--- config.mk ---
export PLATFORM = sky130hd
export DESIGN_NAME = ism_status_mask
export DESIGN_NICKNAME = d
export VERILOG_FILES = /design/src/ism_pkg.sv /design/src/ism_apb.sv /design/src/ism_addr_match.sv /design/src/ism_status_mask.sv
export SDC_FILE = /design/constraint.sdc
export NUM_CORES = 1
export LEC_CHECK = 0
export BUFFER_PORTS_ARGS = -buffer_cell sky130_fd_sc_hd__buf_2
export CAP_MARGIN = 25
export CORE_MARGIN = 1.5
export CORE_UTILIZATION = 49
export DETAILED_ROUTE_END_ITERATION = 7
export PLACE_DENSITY_LB_ADDON = 0.05
export SYNTH_ARGS = -nofsm -noshare
export SYNTH_HDL_FRONTEND = slang
export SYNTH_HIERARCHICAL = 1
export SYNTH_SLANG_ARGS = --single-unit
--- constraint.sdc ---
create_clock -name mclk -period 2.5 [get_ports mclk]
set_input_delay 0.25 -clock mclk [delete_from_list [all_inputs] [get_ports mclk]]
set_output_delay 0.25 -clock mclk [all_outputs]
set_load 0.005 [all_outputs]
--- src/ism_pkg.sv ---
package ism_pkg;
  // register byte offsets on the apb bus
  localparam logic [7:0] OFS_STATUS = 8'h00;
  localparam logic [7:0] OFS_MASK = 8'h04;
  localparam logic [7:0] OFS_CFG = 8'h08;
  localparam logic [7:0] OFS_TX = 8'h0c;
  localparam logic [7:0] OFS_RX = 8'h10;
  localparam logic [7:0] OFS_IRQ_ST = 8'h14;
  localparam logic [7:0] OFS_IRQ_EN = 8'h18;

  // status flag positions
  localparam int B_ACK = 15;
  localparam int B_TRS = 14;
  localparam int B_COLL = 10;
  localparam int B_GC = 9;
  localparam int B_TEN = 8;
  localparam int B_WCOL = 7;
  localparam int B_OV = 6;
  localparam int B_DA = 5;
  localparam int B_STOP = 4;
  localparam int B_START = 3;
  localparam int B_RW = 2;
  localparam int B_RXF = 1;
  localparam int B_TXF = 0;
  // flags software may clear by writing zero
  localparam logic [15:0] STAT_W0C = 16'h04d8;

  // own config register fields
  localparam int CFG_MODE = 10;
  localparam int CFG_GCE = 11;

  // interrupt status bits
  localparam int IRQ_W = 5;
  localparam int IRQ_RX = 0;
  localparam int IRQ_MATCH = 1;
  localparam int IRQ_STOP = 2;
  localparam int IRQ_COLL = 3;
  localparam int IRQ_GC = 4;

  // reset values and address constants
  localparam logic [9:0] MASK_RST = 10'h000;
  localparam logic [IRQ_W-1:0] IRQ_RST = 5'h00;
  localparam logic [7:0] BYTE_RST = 8'h00;
  localparam logic [4:0] TEN_HDR = 5'h1e;
  localparam logic [7:0] GC_ADDR = 8'h00;

  // true for every mapped register offset
  function automatic logic reg_known(input logic [7:0] a);
    reg_known = (a == OFS_STATUS) || (a == OFS_MASK) ||
      (a == OFS_CFG) || (a == OFS_TX) || (a == OFS_RX) ||
      (a == OFS_IRQ_ST) || (a == OFS_IRQ_EN);
  endfunction
endpackage

--- src/ism_apb.sv ---
`timescale 1ns/1ps
`default_nettype none
module ism_apb
  import ism_pkg::*;
(
  input wire logic mclk,
  input wire logic arst_n,
  input wire logic ce,
  input wire logic psel,
  input wire logic penable,
  input wire logic pwrite,
  input wire logic [7:0] paddr,
  input wire logic [15:0] rd_data,
  output logic [31:0] prdata,
  output logic pready,
  output logic pslverr
);
  typedef struct packed {
    logic pready;
    logic pslverr;
    logic [31:0] prdata;
  } ism_apb_t;

  ism_apb_t s;
  ism_apb_t next_s;

  // no wait state: answer is prepared during the setup cycle
  always_comb begin
    next_s = s;
    if (psel && !penable && !s.pready) begin
      next_s.pready = 1'b1;
      next_s.pslverr = !reg_known(paddr);
      next_s.prdata = pwrite ? 32'h0000_0000 : {16'h0000, rd_data};
    end else if (s.pready) begin
      next_s.pready = 1'b0;
      next_s.pslverr = 1'b0;
    end
  end

  always_ff @(posedge mclk or negedge arst_n) begin
    if (!arst_n) begin
      s <= '0;
    end else if (ce) begin
      s <= next_s;
    end
  end

  assign prdata = s.prdata;
  assign pready = s.pready;
  assign pslverr = s.pslverr;
endmodule
`default_nettype wire

--- src/ism_addr_match.sv ---
`timescale 1ns/1ps
`default_nettype none
module ism_addr_match
  import ism_pkg::*;
(
  input wire logic [7:0] rx_byte,
  input wire logic [9:0] own_slave_address,
  input wire logic [9:0] addr_bit_mask,
  input wire logic ten_bit_addr_mode,
  input wire logic general_call_enable,
  output logic gc_hit,
  output logic hit7,
  output logic hdr_hit,
  output logic low_hit
);
  // a one in the mask waives the match in that position
  function automatic logic masked_eq(input logic [7:0] a,
                                     input logic [7:0] b,
                                     input logic [7:0] m);
    masked_eq = &(~(a ^ b) | m);
  endfunction

  // seven-bit mode only looks at the low seven mask bits
  always_comb begin
    gc_hit = general_call_enable && (rx_byte == GC_ADDR);
    hit7 = !ten_bit_addr_mode &&
      masked_eq({1'b0, rx_byte[7:1]}, {1'b0, own_slave_address[6:0]},
                {1'b0, addr_bit_mask[6:0]});
    hdr_hit = ten_bit_addr_mode && (rx_byte[7:3] == TEN_HDR) &&
      masked_eq({6'h00, rx_byte[2:1]}, {6'h00, own_slave_address[9:8]},
                {6'h00, addr_bit_mask[9:8]});
    low_hit = masked_eq(rx_byte, own_slave_address[7:0],
                        addr_bit_mask[7:0]);
  end
endmodule
`default_nettype wire

--- src/ism_status_mask.sv ---
`timescale 1ns/1ps
`default_nettype none
// How it works
// - master transmit end of ack sets flag on nack, clears on ack.
// - master transmit flag rises at start, falls when slave ack ends.
// - collision flag set on master collision, software clears it by zero.
// - general call flag set on general call address, cleared on stop.
// - ten-bit match flag set on second address byte match, cleared on stop.
// - transmit write while busy is dropped and sets write collision.
// - byte arriving while receive buffer full sets overflow flag.
// - data/address flag cleared on address match, set on data byte.
// - start and stop flags show only the latest bus condition.
// - direction flag taken from own or general call address byte, one means read.
// - receive-full set on buffer load, cleared when software reads it.
// - transmit-full set on software write, cleared when byte is sent.
// - mask bit one waives that address bit, zero needs exact match.
// - completed byte moves to receive buffer with an interrupt pulse.
// - general call recognised only while general call enable is one.
// - mode bit picks ten-bit or seven-bit own address compare.
module ism_status_mask
  import ism_pkg::*;
(
  input wire logic mclk,
  input wire logic arst_n,
  input wire logic ce,
  input wire logic psel,
  input wire logic penable,
  input wire logic pwrite,
  input wire logic [7:0] paddr,
  input wire logic [31:0] pwdata,
  output logic [31:0] prdata,
  output logic pready,
  output logic pslverr,
  input wire logic bus_start,
  input wire logic bus_stop,
  input wire logic mst_tx_begin,
  input wire logic ack_end,
  input wire logic ack_nack,
  input wire logic bus_collision,
  input wire logic tx_done,
  input wire logic tx_busy,
  input wire logic addr1_rx,
  input wire logic addr2_rx,
  input wire logic data_rx,
  input wire logic [7:0] rx_byte,
  output logic [7:0] tx_byte,
  output logic tx_load,
  output logic rx_pulse,
  output logic slave_match,
  output logic irq
);
  typedef struct packed {
    logic ack_result_flag;
    logic master_tx_active;
    logic collision_flag;
    logic general_call_seen;
    logic ten_bit_match;
    logic write_collision;
    logic rx_overflow;
    logic data_not_addr;
    logic stop_seen;
    logic start_seen;
    logic read_not_write;
    logic rx_buffer_full;
    logic tx_buffer_full;
    logic hdr_ok;
    logic [9:0] addr_bit_mask;
    logic [9:0] own_slave_address;
    logic ten_bit_addr_mode;
    logic general_call_enable;
    logic [7:0] rx_holding_reg;
    logic [7:0] tx_holding_reg;
    logic tx_load;
    logic rx_pulse;
    logic slave_match;
    logic [IRQ_W-1:0] irq_status;
    logic [IRQ_W-1:0] irq_mask;
    logic irq;
  } ism_state_t;

  ism_state_t s;
  ism_state_t next_s;
  logic [15:0] status_word;
  logic [15:0] rd_data;
  logic wr_go;
  logic rd_go;
  logic gc_hit;
  logic hit7;
  logic hdr_hit;
  logic low_hit;
  logic [IRQ_W-1:0] irq_set;

  ism_apb u_apb (
    .mclk(mclk),
    .arst_n(arst_n),
    .ce(ce),
    .psel(psel),
    .penable(penable),
    .pwrite(pwrite),
    .paddr(paddr),
    .rd_data(rd_data),
    .prdata(prdata),
    .pready(pready),
    .pslverr(pslverr)
  );

  ism_addr_match u_match (
    .rx_byte(rx_byte),
    .own_slave_address(s.own_slave_address),
    .addr_bit_mask(s.addr_bit_mask),
    .ten_bit_addr_mode(s.ten_bit_addr_mode),
    .general_call_enable(s.general_call_enable),
    .gc_hit(gc_hit),
    .hit7(hit7),
    .hdr_hit(hdr_hit),
    .low_hit(low_hit)
  );

  // transfer completes on the edge that sees pready with the access
  assign wr_go = ce && psel && penable && pready && pwrite;
  assign rd_go = ce && psel && penable && pready && !pwrite;

  // status image; bits 13..11 are unimplemented and stay zero
  always_comb begin
    status_word = 16'h0000;
    status_word[B_ACK] = s.ack_result_flag;
    status_word[B_TRS] = s.master_tx_active;
    status_word[B_COLL] = s.collision_flag;
    status_word[B_GC] = s.general_call_seen;
    status_word[B_TEN] = s.ten_bit_match;
    status_word[B_WCOL] = s.write_collision;
    status_word[B_OV] = s.rx_overflow;
    status_word[B_DA] = s.data_not_addr;
    status_word[B_STOP] = s.stop_seen;
    status_word[B_START] = s.start_seen;
    status_word[B_RW] = s.read_not_write;
    status_word[B_RXF] = s.rx_buffer_full;
    status_word[B_TXF] = s.tx_buffer_full;
  end

  // read mux, sampled by the slave during the setup cycle
  always_comb begin
    rd_data = 16'h0000;
    unique case (paddr)
      OFS_STATUS: rd_data = status_word;
      OFS_MASK: rd_data = {6'h00, s.addr_bit_mask};
      OFS_CFG: rd_data = {4'h0, s.general_call_enable,
                          s.ten_bit_addr_mode, s.own_slave_address};
      OFS_RX: rd_data = {8'h00, s.rx_holding_reg};
      OFS_IRQ_ST: rd_data = {11'h000, s.irq_status};
      OFS_IRQ_EN: rd_data = {11'h000, s.irq_mask};
      default: rd_data = 16'h0000;
    endcase
  end

  // software accesses first, bus events after: a hardware set
  // in the same cycle as a software clear wins
  always_comb begin
    next_s = s;
    next_s.tx_load = 1'b0;
    next_s.rx_pulse = 1'b0;
    next_s.slave_match = 1'b0;
    irq_set = IRQ_RST;

    if (wr_go) begin
      unique case (paddr)
        OFS_STATUS: begin
          // only the clear-only flags react, and only to zeros
          if (STAT_W0C[B_COLL] && !pwdata[B_COLL])
            next_s.collision_flag = 1'b0;
          if (STAT_W0C[B_WCOL] && !pwdata[B_WCOL])
            next_s.write_collision = 1'b0;
          if (STAT_W0C[B_OV] && !pwdata[B_OV])
            next_s.rx_overflow = 1'b0;
          if (STAT_W0C[B_STOP] && !pwdata[B_STOP])
            next_s.stop_seen = 1'b0;
          if (STAT_W0C[B_START] && !pwdata[B_START])
            next_s.start_seen = 1'b0;
        end
        OFS_MASK: next_s.addr_bit_mask = pwdata[9:0];
        OFS_CFG: begin
          next_s.own_slave_address = pwdata[9:0];
          next_s.ten_bit_addr_mode = pwdata[CFG_MODE];
          next_s.general_call_enable = pwdata[CFG_GCE];
        end
        OFS_TX: begin
          if (tx_busy) begin
            next_s.write_collision = 1'b1;
          end else begin
            next_s.tx_holding_reg = pwdata[7:0];
            next_s.tx_buffer_full = 1'b1;
            next_s.tx_load = 1'b1;
          end
        end
        OFS_IRQ_ST: next_s.irq_status = s.irq_status & ~pwdata[IRQ_W-1:0];
        OFS_IRQ_EN: next_s.irq_mask = pwdata[IRQ_W-1:0];
        default: ;
      endcase
    end

    // reading the receive buffer empties it
    if (rd_go && (paddr == OFS_RX))
      next_s.rx_buffer_full = 1'b0;

    // bus conditions: only the latest kind reads as one
    if (bus_start) begin
      next_s.start_seen = 1'b1;
      next_s.stop_seen = 1'b0;
    end
    if (bus_stop) begin
      next_s.stop_seen = 1'b1;
      next_s.start_seen = 1'b0;
      next_s.general_call_seen = 1'b0;
      next_s.ten_bit_match = 1'b0;
      next_s.hdr_ok = 1'b0;
      irq_set[IRQ_STOP] = 1'b1;
    end

    // master transmit progress and the slave's answer
    if (mst_tx_begin)
      next_s.master_tx_active = 1'b1;
    if (ack_end) begin
      next_s.ack_result_flag = ack_nack;
      next_s.master_tx_active = 1'b0;
    end
    if (bus_collision) begin
      next_s.collision_flag = 1'b1;
      irq_set[IRQ_COLL] = 1'b1;
    end
    // a byte accepted in this very cycle keeps the buffer full
    if (tx_done && !next_s.tx_load)
      next_s.tx_buffer_full = 1'b0;

    // first address byte: general call, 7-bit or 10-bit header
    if (addr1_rx) begin
      if (gc_hit) begin
        next_s.general_call_seen = 1'b1;
        next_s.data_not_addr = 1'b0;
        next_s.read_not_write = rx_byte[0];
        irq_set[IRQ_GC] = 1'b1;
      end else if (hit7) begin
        next_s.data_not_addr = 1'b0;
        next_s.read_not_write = rx_byte[0];
        next_s.slave_match = 1'b1;
        irq_set[IRQ_MATCH] = 1'b1;
      end else if (hdr_hit) begin
        // a read header after a matched pair addresses us again
        next_s.hdr_ok = 1'b1;
        next_s.read_not_write = rx_byte[0];
        if (s.ten_bit_match && rx_byte[0]) begin
          next_s.data_not_addr = 1'b0;
          next_s.slave_match = 1'b1;
          irq_set[IRQ_MATCH] = 1'b1;
        end
      end else begin
        next_s.hdr_ok = 1'b0;
      end
    end

    // second byte of a 10-bit address
    if (addr2_rx && s.hdr_ok && low_hit) begin
      next_s.ten_bit_match = 1'b1;
      next_s.data_not_addr = 1'b0;
      next_s.slave_match = 1'b1;
      irq_set[IRQ_MATCH] = 1'b1;
    end

    // data byte: double-buffered receive, old byte kept on overflow
    if (data_rx) begin
      next_s.data_not_addr = 1'b1;
      if (s.rx_buffer_full && !(rd_go && (paddr == OFS_RX))) begin
        next_s.rx_overflow = 1'b1;
      end else begin
        next_s.rx_holding_reg = rx_byte;
        next_s.rx_buffer_full = 1'b1;
        next_s.rx_pulse = 1'b1;
        irq_set[IRQ_RX] = 1'b1;
      end
    end

    // sticky events and the gated level output
    next_s.irq_status = next_s.irq_status | irq_set;
    next_s.irq = |(next_s.irq_status & next_s.irq_mask);
  end

  // reset gives all-zero flags, mask and config
  always_ff @(posedge mclk or negedge arst_n) begin
    if (!arst_n) begin
      s <= '0;
    end else if (ce) begin
      s <= next_s;
    end
  end

  assign tx_byte = s.tx_holding_reg;
  assign tx_load = s.tx_load;
  assign rx_pulse = s.rx_pulse;
  assign slave_match = s.slave_match;
  assign irq = s.irq;
endmodule
`default_nettype wire

==> results.cfg, run 1 <==
[critical_path]
slowest_stage = dfrtp_1
cp-end-kind = flop
slowest_delay_ps = 460
critical_path_required_ps = 2780
crit_path_max_fanout = 4
cp.arrival_ps = 2470
crit_chain = xnor2_1, o22ai_1, nor4_1, buf_4, a31oi_1, o21ai_0, a21oi_1, o22a_1, a41oi_1
start_kind = flop
crit_type = flop to flop

[cells_and_area]
syn_to_final_growth_pct = 14.3
num-nets-final = 542
num_antenna_cells = 0
layout-drive-gt1-share = 0.317
fill_cells = 783
multi_input_area_um2 = 1990
postLayoutCoreUtil = 0.572
seq_area_um2 = 2100

[timing]
setup_violations = 0
max_slew_margin = 0.551
rsz0062_at_grt = no
slew_viol_final = 0
final_hold_viol_count = 0
tns_ps = 0
worstMarginPinSlew_ps = 673
layout_min_cycle_time_ps = 2190
finalCritPeriodShare = 0.876
fmax_mhz = 456
finClkSkew_ps = 8.93

[logic_synthesis]
synth-seq-cells = 84
async_reset_ff_frac = 1.00
ys_warn_count = 6
synth_top_area_frac = 0.487
seq_area_frac_synth = 0.487
synthTopCellsByArea = dfrtp_1 49%, mux2_2 11%, nand2_1 4.4%
synth.most_common_cell = dfrtp_1
ys.flop_type = dfrtp_1
synth.largest_area_cell = dfrtp_1
synth-edff-count = 0
synth_top_cells_by_count = 84 x dfrtp_1, 51 x nand2_1, 41 x mux2_2, 32 x o21ai_0, 24 x buf_4
synthCells = 404
synth_cell_types = 54
synth_area_um2 = 4320
avgSynthCellArea_um2 = 10.7

[floorplanning]
io_pins = 111
floorplan.rows = 34
die_w_um = 96.9
start_util = 0.500
chipHeight_um = 96.9
die_area_um2 = 9380
core-area_um2 = 8640

[min_path]
min_path_type = primary input to flop

[global_route]
grt_max_degree = 46
grt_usage = 0.238
antenna_found_initial = 0
grt_first_pass_wirelength_um = 17300
grt_pass1_vias = 3279
grt_remaining_overflow = 0

[routing]
totalWireLength_um = 10900
drc = 0
drt_iter0_drc = 196
vias_per_cell = 5.63
wl_per_cell_um = 18.5
ant_nets = 0
first_pass_iters = 5
vias = 3324

[clock_tree]
clkLatencyLatePin_ps = 360
h-tree-depth = 3
path_clk_slew_ps = 90
cts_root_buf = clkbuf_8
cts.path.max_buffers = 2
cts_tree = built
cts.sinks = 84
numCtsBuffers = 9

[place]
portBuffers = 74
gp_congestion = 0.879
hpwl_um = 7920

[run]
drv_cap = 0

[run_status]
outcome = complete, no violations

[power]
p_per_area_nw_per_um2 = 530
total_leakage_power_nw = 2.41
vdd_ir_drop_max_uv = 268
[cell usage in the layout (no fill, tap or decap), types with 5 or more instances in the layout]
| master | n |
|---|---|
| clkbuf_8 | 12 |
| nand2b_1 | 19 |
| inv_1 | 10 |
| o22ai_1 | 9 |
| nand2_1 | 51 |
| buf_4 | 11 |
| xnor2_1 | 17 |
| a21oi_1 | 7 |
| and2_1 | 8 |
| nand3_1 | 7 |
| mux2_2 | 41 |
| o21ai_0 | 32 |
| dfrtp_1 | 84 |
| a22oi_1 | 13 |
| buf_2 | 73 |
| a222oi_1 | 5 |
| conb_1 | 18 |
[sequential cells by signal, summed over array words and instances, names as in the netlist]
| name | flops |
|---|---|
| slave_match | 1 |
| u_apb/prdata | 16 |
| s | 54 |
| tx_load | 1 |
| rx_pulse | 1 |
| irq | 1 |
| u_apb/pslverr | 1 |
| u_apb/pready | 1 |
| tx_byte | 8 |
[path summary, 6_finish.rpt]
| path | slack (ps) | cells after the start | start | to |
|---|---|---|---|---|
| setup / recovery | 310 | 9 | s[36] | irq |
| hold / removal | 70 | 2 | ack_end | s[64] |
| setup reg to reg | 310 | 9 | s[36] | irq |
| hold reg to reg | 480 | 2 | u_apb/prdata[2] | u_apb/prdata[2] |
| max in group asynchronous | 1460 | 3 | arst_n | s[28] |
| min in group asynchronous | 410 | 2 | arst_n | s[65] |
[per-layer routing]
layer	wire length (um)	share of wire	GRT usage
met5	0	0	0
met4	390	0.036	0.119
met3	568	0.052	0.0383
met2	5020	0.46	0.365
met1	4920	0.45	0.328
[what timing repair did]
item	4_1_cts	5_1_grt
hold buffers	1	0
gates resized for setup	0	0
hold endpoints to repair	39	0
setup buffers	0	0
[metrics by stage]
step / area [um^2] / hold WS, ps / instances / setup slack (ps) / total power, mW
6_report: 4940 / 68.3 / 590 / 309 / 2.62
2_1_floorplan: 4380 / -45.6 / 420 / 676 / 1.56
4_1_cts: 4940 / 55.7 / 590 / 295 / 2.64
3_3_place_gp: 4730 / 276 / 573 / 314 / 1.67
3_5_place_dp: 4730 / 278 / 573 / 291 / 1.68
5_1_grt: 4940 / 74.4 / 590 / 122 / 2.73
[layout make-up]
class / instances / share of cell area
Inverter: 10 / 0.00760
Clock buffer: 12 / 0.0335
Tap cell: 108 / 0.0274
Multi-Input combinational cell: 286 / 0.402
Sequential cell: 84 / 0.426
Timing Repair Buffer: 86 / 0.0968
Clock inverter: 4 / 0.00659
[critical path, delay by kind of cell, from the launching register on]
| family | cells | cell delay, ps |
|---|---|---|
| AOI/OAI and AO/OA | 6 | 960 |
| DFF | 1 | 460 |
| and+or+nand+nor | 1 | 310 |
| xor gates and xnor gates | 1 | 190 |
| buffers and inverters | 1 | 180 |
[where the power goes]
| part | switching [mW] | internal, mW | total [mW] |
|---|---|---|---|
| clock | 0.516 | 0.446 | 0.962 |
| sequential | 0.0244 | 1.40 | 1.42 |
| combinational | 0.136 | 0.0953 | 0.231 |
[kinds of logic (layout without fill, tap and decap cells)]
| kind of cell | count (synthesis) | after routing | synth area share |
|---|---|---|---|
| multiplexers | 44 | 44 | 0.115 |
| AND/OR/NAND/NOR | 120 | 120 | 0.163 |
| other | 2 | 18 | 0.00174 |
| XOR/XNOR | 17 | 17 | 0.0345 |
| AO/OA/AOI/OAI | 87 | 87 | 0.132 |
| buffers and inverters | 50 | 112 | 0.0669 |
| flip-flops | 84 | 84 | 0.487 |
(Power assumes the default switching activity.)
==> run 2, diff against run 1 <==
--- a/config.mk
+++ b/config.mk
@@ -11,6 +11,7 @@
 export CORE_UTILIZATION = 49
 export DETAILED_ROUTE_END_ITERATION = 7
 export PLACE_DENSITY_LB_ADDON = 0.05
+export REMOVE_ABC_BUFFERS = 1
 export SYNTH_ARGS = -nofsm -noshare
 export SYNTH_HDL_FRONTEND = slang
 export SYNTH_HIERARCHICAL = 1
==> run 2 against run 1 <==
Net effect:
- register-to-register slack got worse by 60 ps
- fmax decreased by 2.8%
- utilization unchanged
- die area unchanged
- combinational power about the same
- setup slack got worse by 62 ps
- cell area unchanged
- flip-flop and latch count unchanged
- critical path depth unchanged
==> results.cfg, run 2 (same netlist as run 1, synthesis figures left out) <==
[clock_tree]
cts.sinks = 84
cts_root_buf = clkbuf_8
cts.path.max_buffers = 2
cts_setup_buffers = 0
cts_tree = built
h-tree-depth = 3
cts_resized = 0
clkLatencyLatePin_ps = 360
path_clk_slew_ps = 90
numCtsBuffers = 9

[cells_and_area]
num_antenna_cells = 0
num-nets-final = 545
multi_input_area_um2 = 1990
largest_reg_flops = 54
fill_cells = 806
final_common_cell = dfrtp_1
mostFrequentLayoutCells = 84 x dfrtp_1, 73 x buf_2, 51 x nand2_1, 41 x mux2_2, 32 x o21ai_0
syn_to_final_growth_pct = 14.3
layout-drive-gt1-share = 0.320
seq_area_um2 = 2100
largest-register = s
postLayoutCoreUtil = 0.572

[floorplanning]
io_pins = 111
chipHeight_um = 96.9
core-area_um2 = 8640
start_util = 0.500
die_w_um = 96.9
die_area_um2 = 9380
floorplan.rows = 34

[power]
vdd_ir_drop_max_uv = 277
total_leakage_power_nw = 2.42
p_per_area_nw_per_um2 = 517

[timing]
worstMarginPinSlew_ps = 628
rsz0062_at_grt = no
finalCritPeriodShare = 0.901
layout_min_cycle_time_ps = 2250
timing.hold.ws_ps = 67.1
setup_violations = 0
tns_ps = 0
finClkSkew_ps = 10.3
slew_viol_final = 0
fmax_mhz = 444
max_slew_margin = 0.581
final_hold_viol_count = 0

[place]
portBuffers = 74
gp_congestion = 0.875
hpwl_um = 7900

[critical_path]
cp.arrival_ps = 2530
critical_path_required_ps = 2780
cp-end-kind = flop
crit_type = flop to flop
start_kind = flop
crit_path_max_fanout = 4

[global_route]
met1_usage = 0.360
grt_pass1_vias = 3222
grt_use_met2 = 0.373
grt_max_degree = 47
grt_first_pass_wirelength_um = 17700
antenna_found_initial = 0
grt_remaining_overflow = 0
met3_usage = 0.0412
grt_usage = 0.246
top_usage_layer = met2

[routing]
first_pass_iters = 5
vias_per_cell = 5.57
ant_nets = 0
totalWireLength_um = 10900
vias = 3300
drc = 0
wl_per_cell_um = 18.4
drt_iter0_drc = 198

[min_path]
min_path_type = primary input to flop

[run]
drv_cap = 0

[run_status]
outcome = complete, no violations
run 2: through the flow:
step	cell area, um^2	instances	total power, mW	setup WS (ps)
floorplan	4130	380	1.53	681
finish	4940	592	2.55	247
global placement	4750	576	1.68	269
CTS	4940	592	2.57	256
detailed placement	4750	576	1.68	270
global route	4940	592	2.66	68.6
run 2: worst max-delay path, cell delays in order, from the launching register on:
cell and delay, ps:
dfrtp_1 470, xnor2_1 180, o21bai_1 80, nor4_1 500
a31oi_1 100, o21ai_0 250, buf_4 160, a21oi_1 50
o22a_1 190, a41oi_1 200
run 2: worst paths after layout:
| check | startpoint | to | slack, ps | cells past startpoint |
|---|---|---|---|---|
| worst min-delay path | ack_end | s[64] | 70 | 2 |
| min in group asynchronous | arst_n | u_apb/prdata[15] | 440 | 2 |
| max in group asynchronous | arst_n | s[44] | 1400 | 3 |
| worst max-delay path | s[33] | irq | 250 | 9 |
| worst max register to register | s[33] | irq | 250 | 9 |
| worst min register to register | u_apb/prdata[14] | u_apb/prdata[14] | 480 | 2 |
run 2: per-layer routing:
| layer | wire length [um] | vias up |
|---|---|---|
| li1 | - | 1563 |
| met1 | 5180 | 1623 |
| met2 | 5010 | 101 |
| met3 | 572 | 13 |
| met4 | 142 | 0 |
| met5 | 0 | - |
run 2: layout make-up:
cell class / count / area share
multi-input cells: 286 / 0.402
inverters: 10 / 0.00760
clock inverters: 5 / 0.00760
well taps: 108 / 0.0274
flip-flops and latches: 84 / 0.426
clock buffers: 10 / 0.0279
repair buffers: 89 / 0.101
run 2: report_power, final:
part           internal (mW)  leakage (nW)  total (mW)  switching [mW]
sequential              1.40          1.10        1.42          0.0225
clock                  0.386        0.0848       0.899           0.513
combinational         0.0960          1.23       0.233           0.137
run 2: repair_timing:
action,CTS,global route
hold endpoints to repair,45,0
endpoints found under the setup margin,0,0
hold buffers,1,0
==> run 3, diff against run 2 <==
--- a/config.mk
+++ b/config.mk
@@ -5,6 +5,7 @@
 export SDC_FILE = /design/constraint.sdc
 export NUM_CORES = 1
 export LEC_CHECK = 0
+export ABC_AREA = 1
 export BUFFER_PORTS_ARGS = -buffer_cell sky130_fd_sc_hd__buf_2
 export CAP_MARGIN = 25
 export CORE_MARGIN = 1.5
==> run 3 against run 2 <==
Net effect:
- synthesized cell count is 46% higher
- combinational power grew 21%
- total power is 6.5% higher
- final cell count is 31% higher
- sequential power is essentially flat
- clock skew up 2.6 ps
- critical endpoint unchanged
- largest cell class unchanged
- largest power group unchanged
==> results.cfg, run 3 <==
[logic_synthesis]
synth_top_family_by_area = simple AND/OR/NAND/NOR gates
synth_area_um2 = 4630
yosys.area_share.xor_xnor = 0.00189
synth_top_area_frac = 0.454
synthAdderAreaFrac = 0
synth-edff-count = 0
synth_cell_types = 38
ys_warn_count = 6
synth.largest_area_cell = dfrtp_1
synth_top_cells_by_count = 201 x nand2_1, 84 x dfrtp_1, 72 x inv_1, 36 x o21ai_0, 35 x nor2_1
avgSynthCellArea_um2 = 7.84
seq_area_frac_synth = 0.454
synthSimpleGateAreaFrac = 0.278
synth.most_common_cell = nand2_1
synthCells = 590
synthTopCellsByArea = dfrtp_1 45%, nand2_1 16%, inv_1 5.8%
muxShareOfSynthArea = 0.0251
async_reset_ff_frac = 1.00
synth-seq-cells = 84
synth_compound_area_frac = 0.118
ys.flop_type = dfrtp_1

[critical_path]
cp.buffers_inverters = 0
crit_path_max_fanout = 4
cp_common_cell = nand2_1
slowest_stage = dfrtp_1
cp.arrival_ps = 2090
start_kind = flop
crit_chain = nand2_1, nor2_1, nand3_1, nor3_1, nand3_1, nand2_1, a21boi_0, nand2_1, nand2_1, nand2_1, nor2_1, a21oi_1
crit_family = simple AND/OR/NAND/NOR gates
slowest_delay_ps = 420
cp-end-kind = flop
crit_type = flop to flop
critical_path_required_ps = 2790

[place]
hpwl_um = 8350
dp_cells = 760
preCtsSetupSlack_ps = 459
gp_congestion = 0.838
portBuffers = 74

[timing]
finalCritPeriodShare = 0.717
final_hold_viol_count = 0
fmax_mhz = 558
max_slew_margin = 0.505
rsz0062_at_grt = no
setup_violations = 0
slew_viol_final = 0
fin_ws_ps = 708
tns_ps = 0
finClkSkew_ps = 12.9
layout_min_cycle_time_ps = 1790
worstMarginPinSlew_ps = 740

[global_route]
antenna_found_initial = 0
grt_first_pass_wirelength_um = 18200
grt_pass1_vias = 3539
grt_remaining_overflow = 0
grt_usage = 0.239
grt_max_degree = 52

[clock_tree]
cts_setup_buffers = 0
numCtsBuffers = 9
cts_resized = 0
cts_tree = built
path_clk_slew_ps = 90
cts.sinks = 84
h-tree-depth = 3
clkLatencyLatePin_ps = 360
cts_root_buf = clkbuf_8
cts_hold_buffers = 1
cts.path.max_buffers = 2

[run]
drv_cap = 0

[routing]
ant_nets = 0
vias = 3939
wl_per_cell_um = 14.6
drt_iter0_drc = 207
vias_per_cell = 5.07
first_pass_iters = 8
drc = 0
totalWireLength_um = 11400

[power]
total_leakage_power_nw = 2.71
vdd_ir_drop_max_uv = 286
p_per_area_nw_per_um2 = 522

[cells_and_area]
largest_reg_flops = 54
num-nets-final = 726
syn_to_final_growth_pct = 12.4
final_common_cell = nand2_1
largest-register = s
layout-drive-gt1-share = 0.207
num_antenna_cells = 0
mostFrequentLayoutCells = 201 x nand2_1, 84 x dfrtp_1, 73 x buf_2, 72 x inv_1, 36 x o21ai_0
fin_cells = 777

[floorplanning]
chipHeight_um = 100
core-area_um2 = 9200
die_area_um2 = 10000
die_w_um = 100
start_util = 0.503
floorplan.rows = 35
io_pins = 111

[min_path]
min_path_type = primary input to flop

[run_status]
outcome = complete, no violations
-- run 3: cell types whose count changed after synthesis, moves of 16 or more --
| cell | previous run | this run |
|---|---|---|
| nand3_1 | 7 | 31 |
| mux2_2 | 41 | 1 |
| nand2_1 | 51 | 201 |
| xnor2_1 | 17 | 1 |
| nor2_1 | 4 | 35 |
| inv_1 | 10 | 72 |
| o21ai_2 | 0 | 16 |
| nand2b_1 | 19 | 0 |
-- run 3: final timing paths --
check | slack, ps | startpoint | end | cells after the start
max in group asynchronous | 1400 | arst_n | s[42] | 3
worst max register to register | 710 | s[31] | irq | 12
worst min register to register | 480 | u_apb/prdata[7] | u_apb/prdata[7] | 2
worst max-delay path | 710 | s[31] | irq | 12
min in group asynchronous | 460 | arst_n | u_apb/prdata[3] | 2
worst min-delay path | 140 | tx_done | s[53] | 4
-- run 3: worst min-delay path: stages --
cell     delay (ps)
buf_2            70
nand2_1          40
nand2_1          50
nand2_1          40
-- run 3: kinds of logic after synthesis --
logic type / after synthesis
XOR/XNOR: 1
multiplexers: 8
flip-flops: 84
buffers and inverters: 112
other: 2
AND/OR/NAND/NOR: 296
AO/OA/AOI/OAI: 87
-- run 3: power by group --
part	switching [mW]	leakage, nW	internal, mW
Clock	0.510	0.0918	0.491
Combinational	0.174	1.52	0.106
Sequential	0.0283	1.09	1.41
Total	0.712	2.71	2.01
-- run 3: through the flow --
step                 util  power [mW]  hold slack (ps)  area, um^2
finish              0.566        2.72              136        5200
global route        0.566        2.84              144        5200
CTS                 0.566        2.74              136        5200
detailed placement  0.543        1.75              333        4990
global placement    0.543        1.74              330        4990
floorplan               -        1.60            -45.6        4400
-- run 3: area by class of cell --
type	count	area (um^2)
clock buffer	11	141
clock inverter	5	61.3
fill	885	3990
inverter	72	270
multi-input combinational	410	2030
sequential	84	2100
tap	111	139
timing repair buffer	84	463
-- run 3: per-layer routing --
layer,vias to the layer above,track usage,share of wire
met1,1835,0.344,0.47
met5,-,0,0
met4,0,0.0661,0.011
met2,118,0.376,0.46
li1,1973,-,-
met3,13,0.0369,0.051
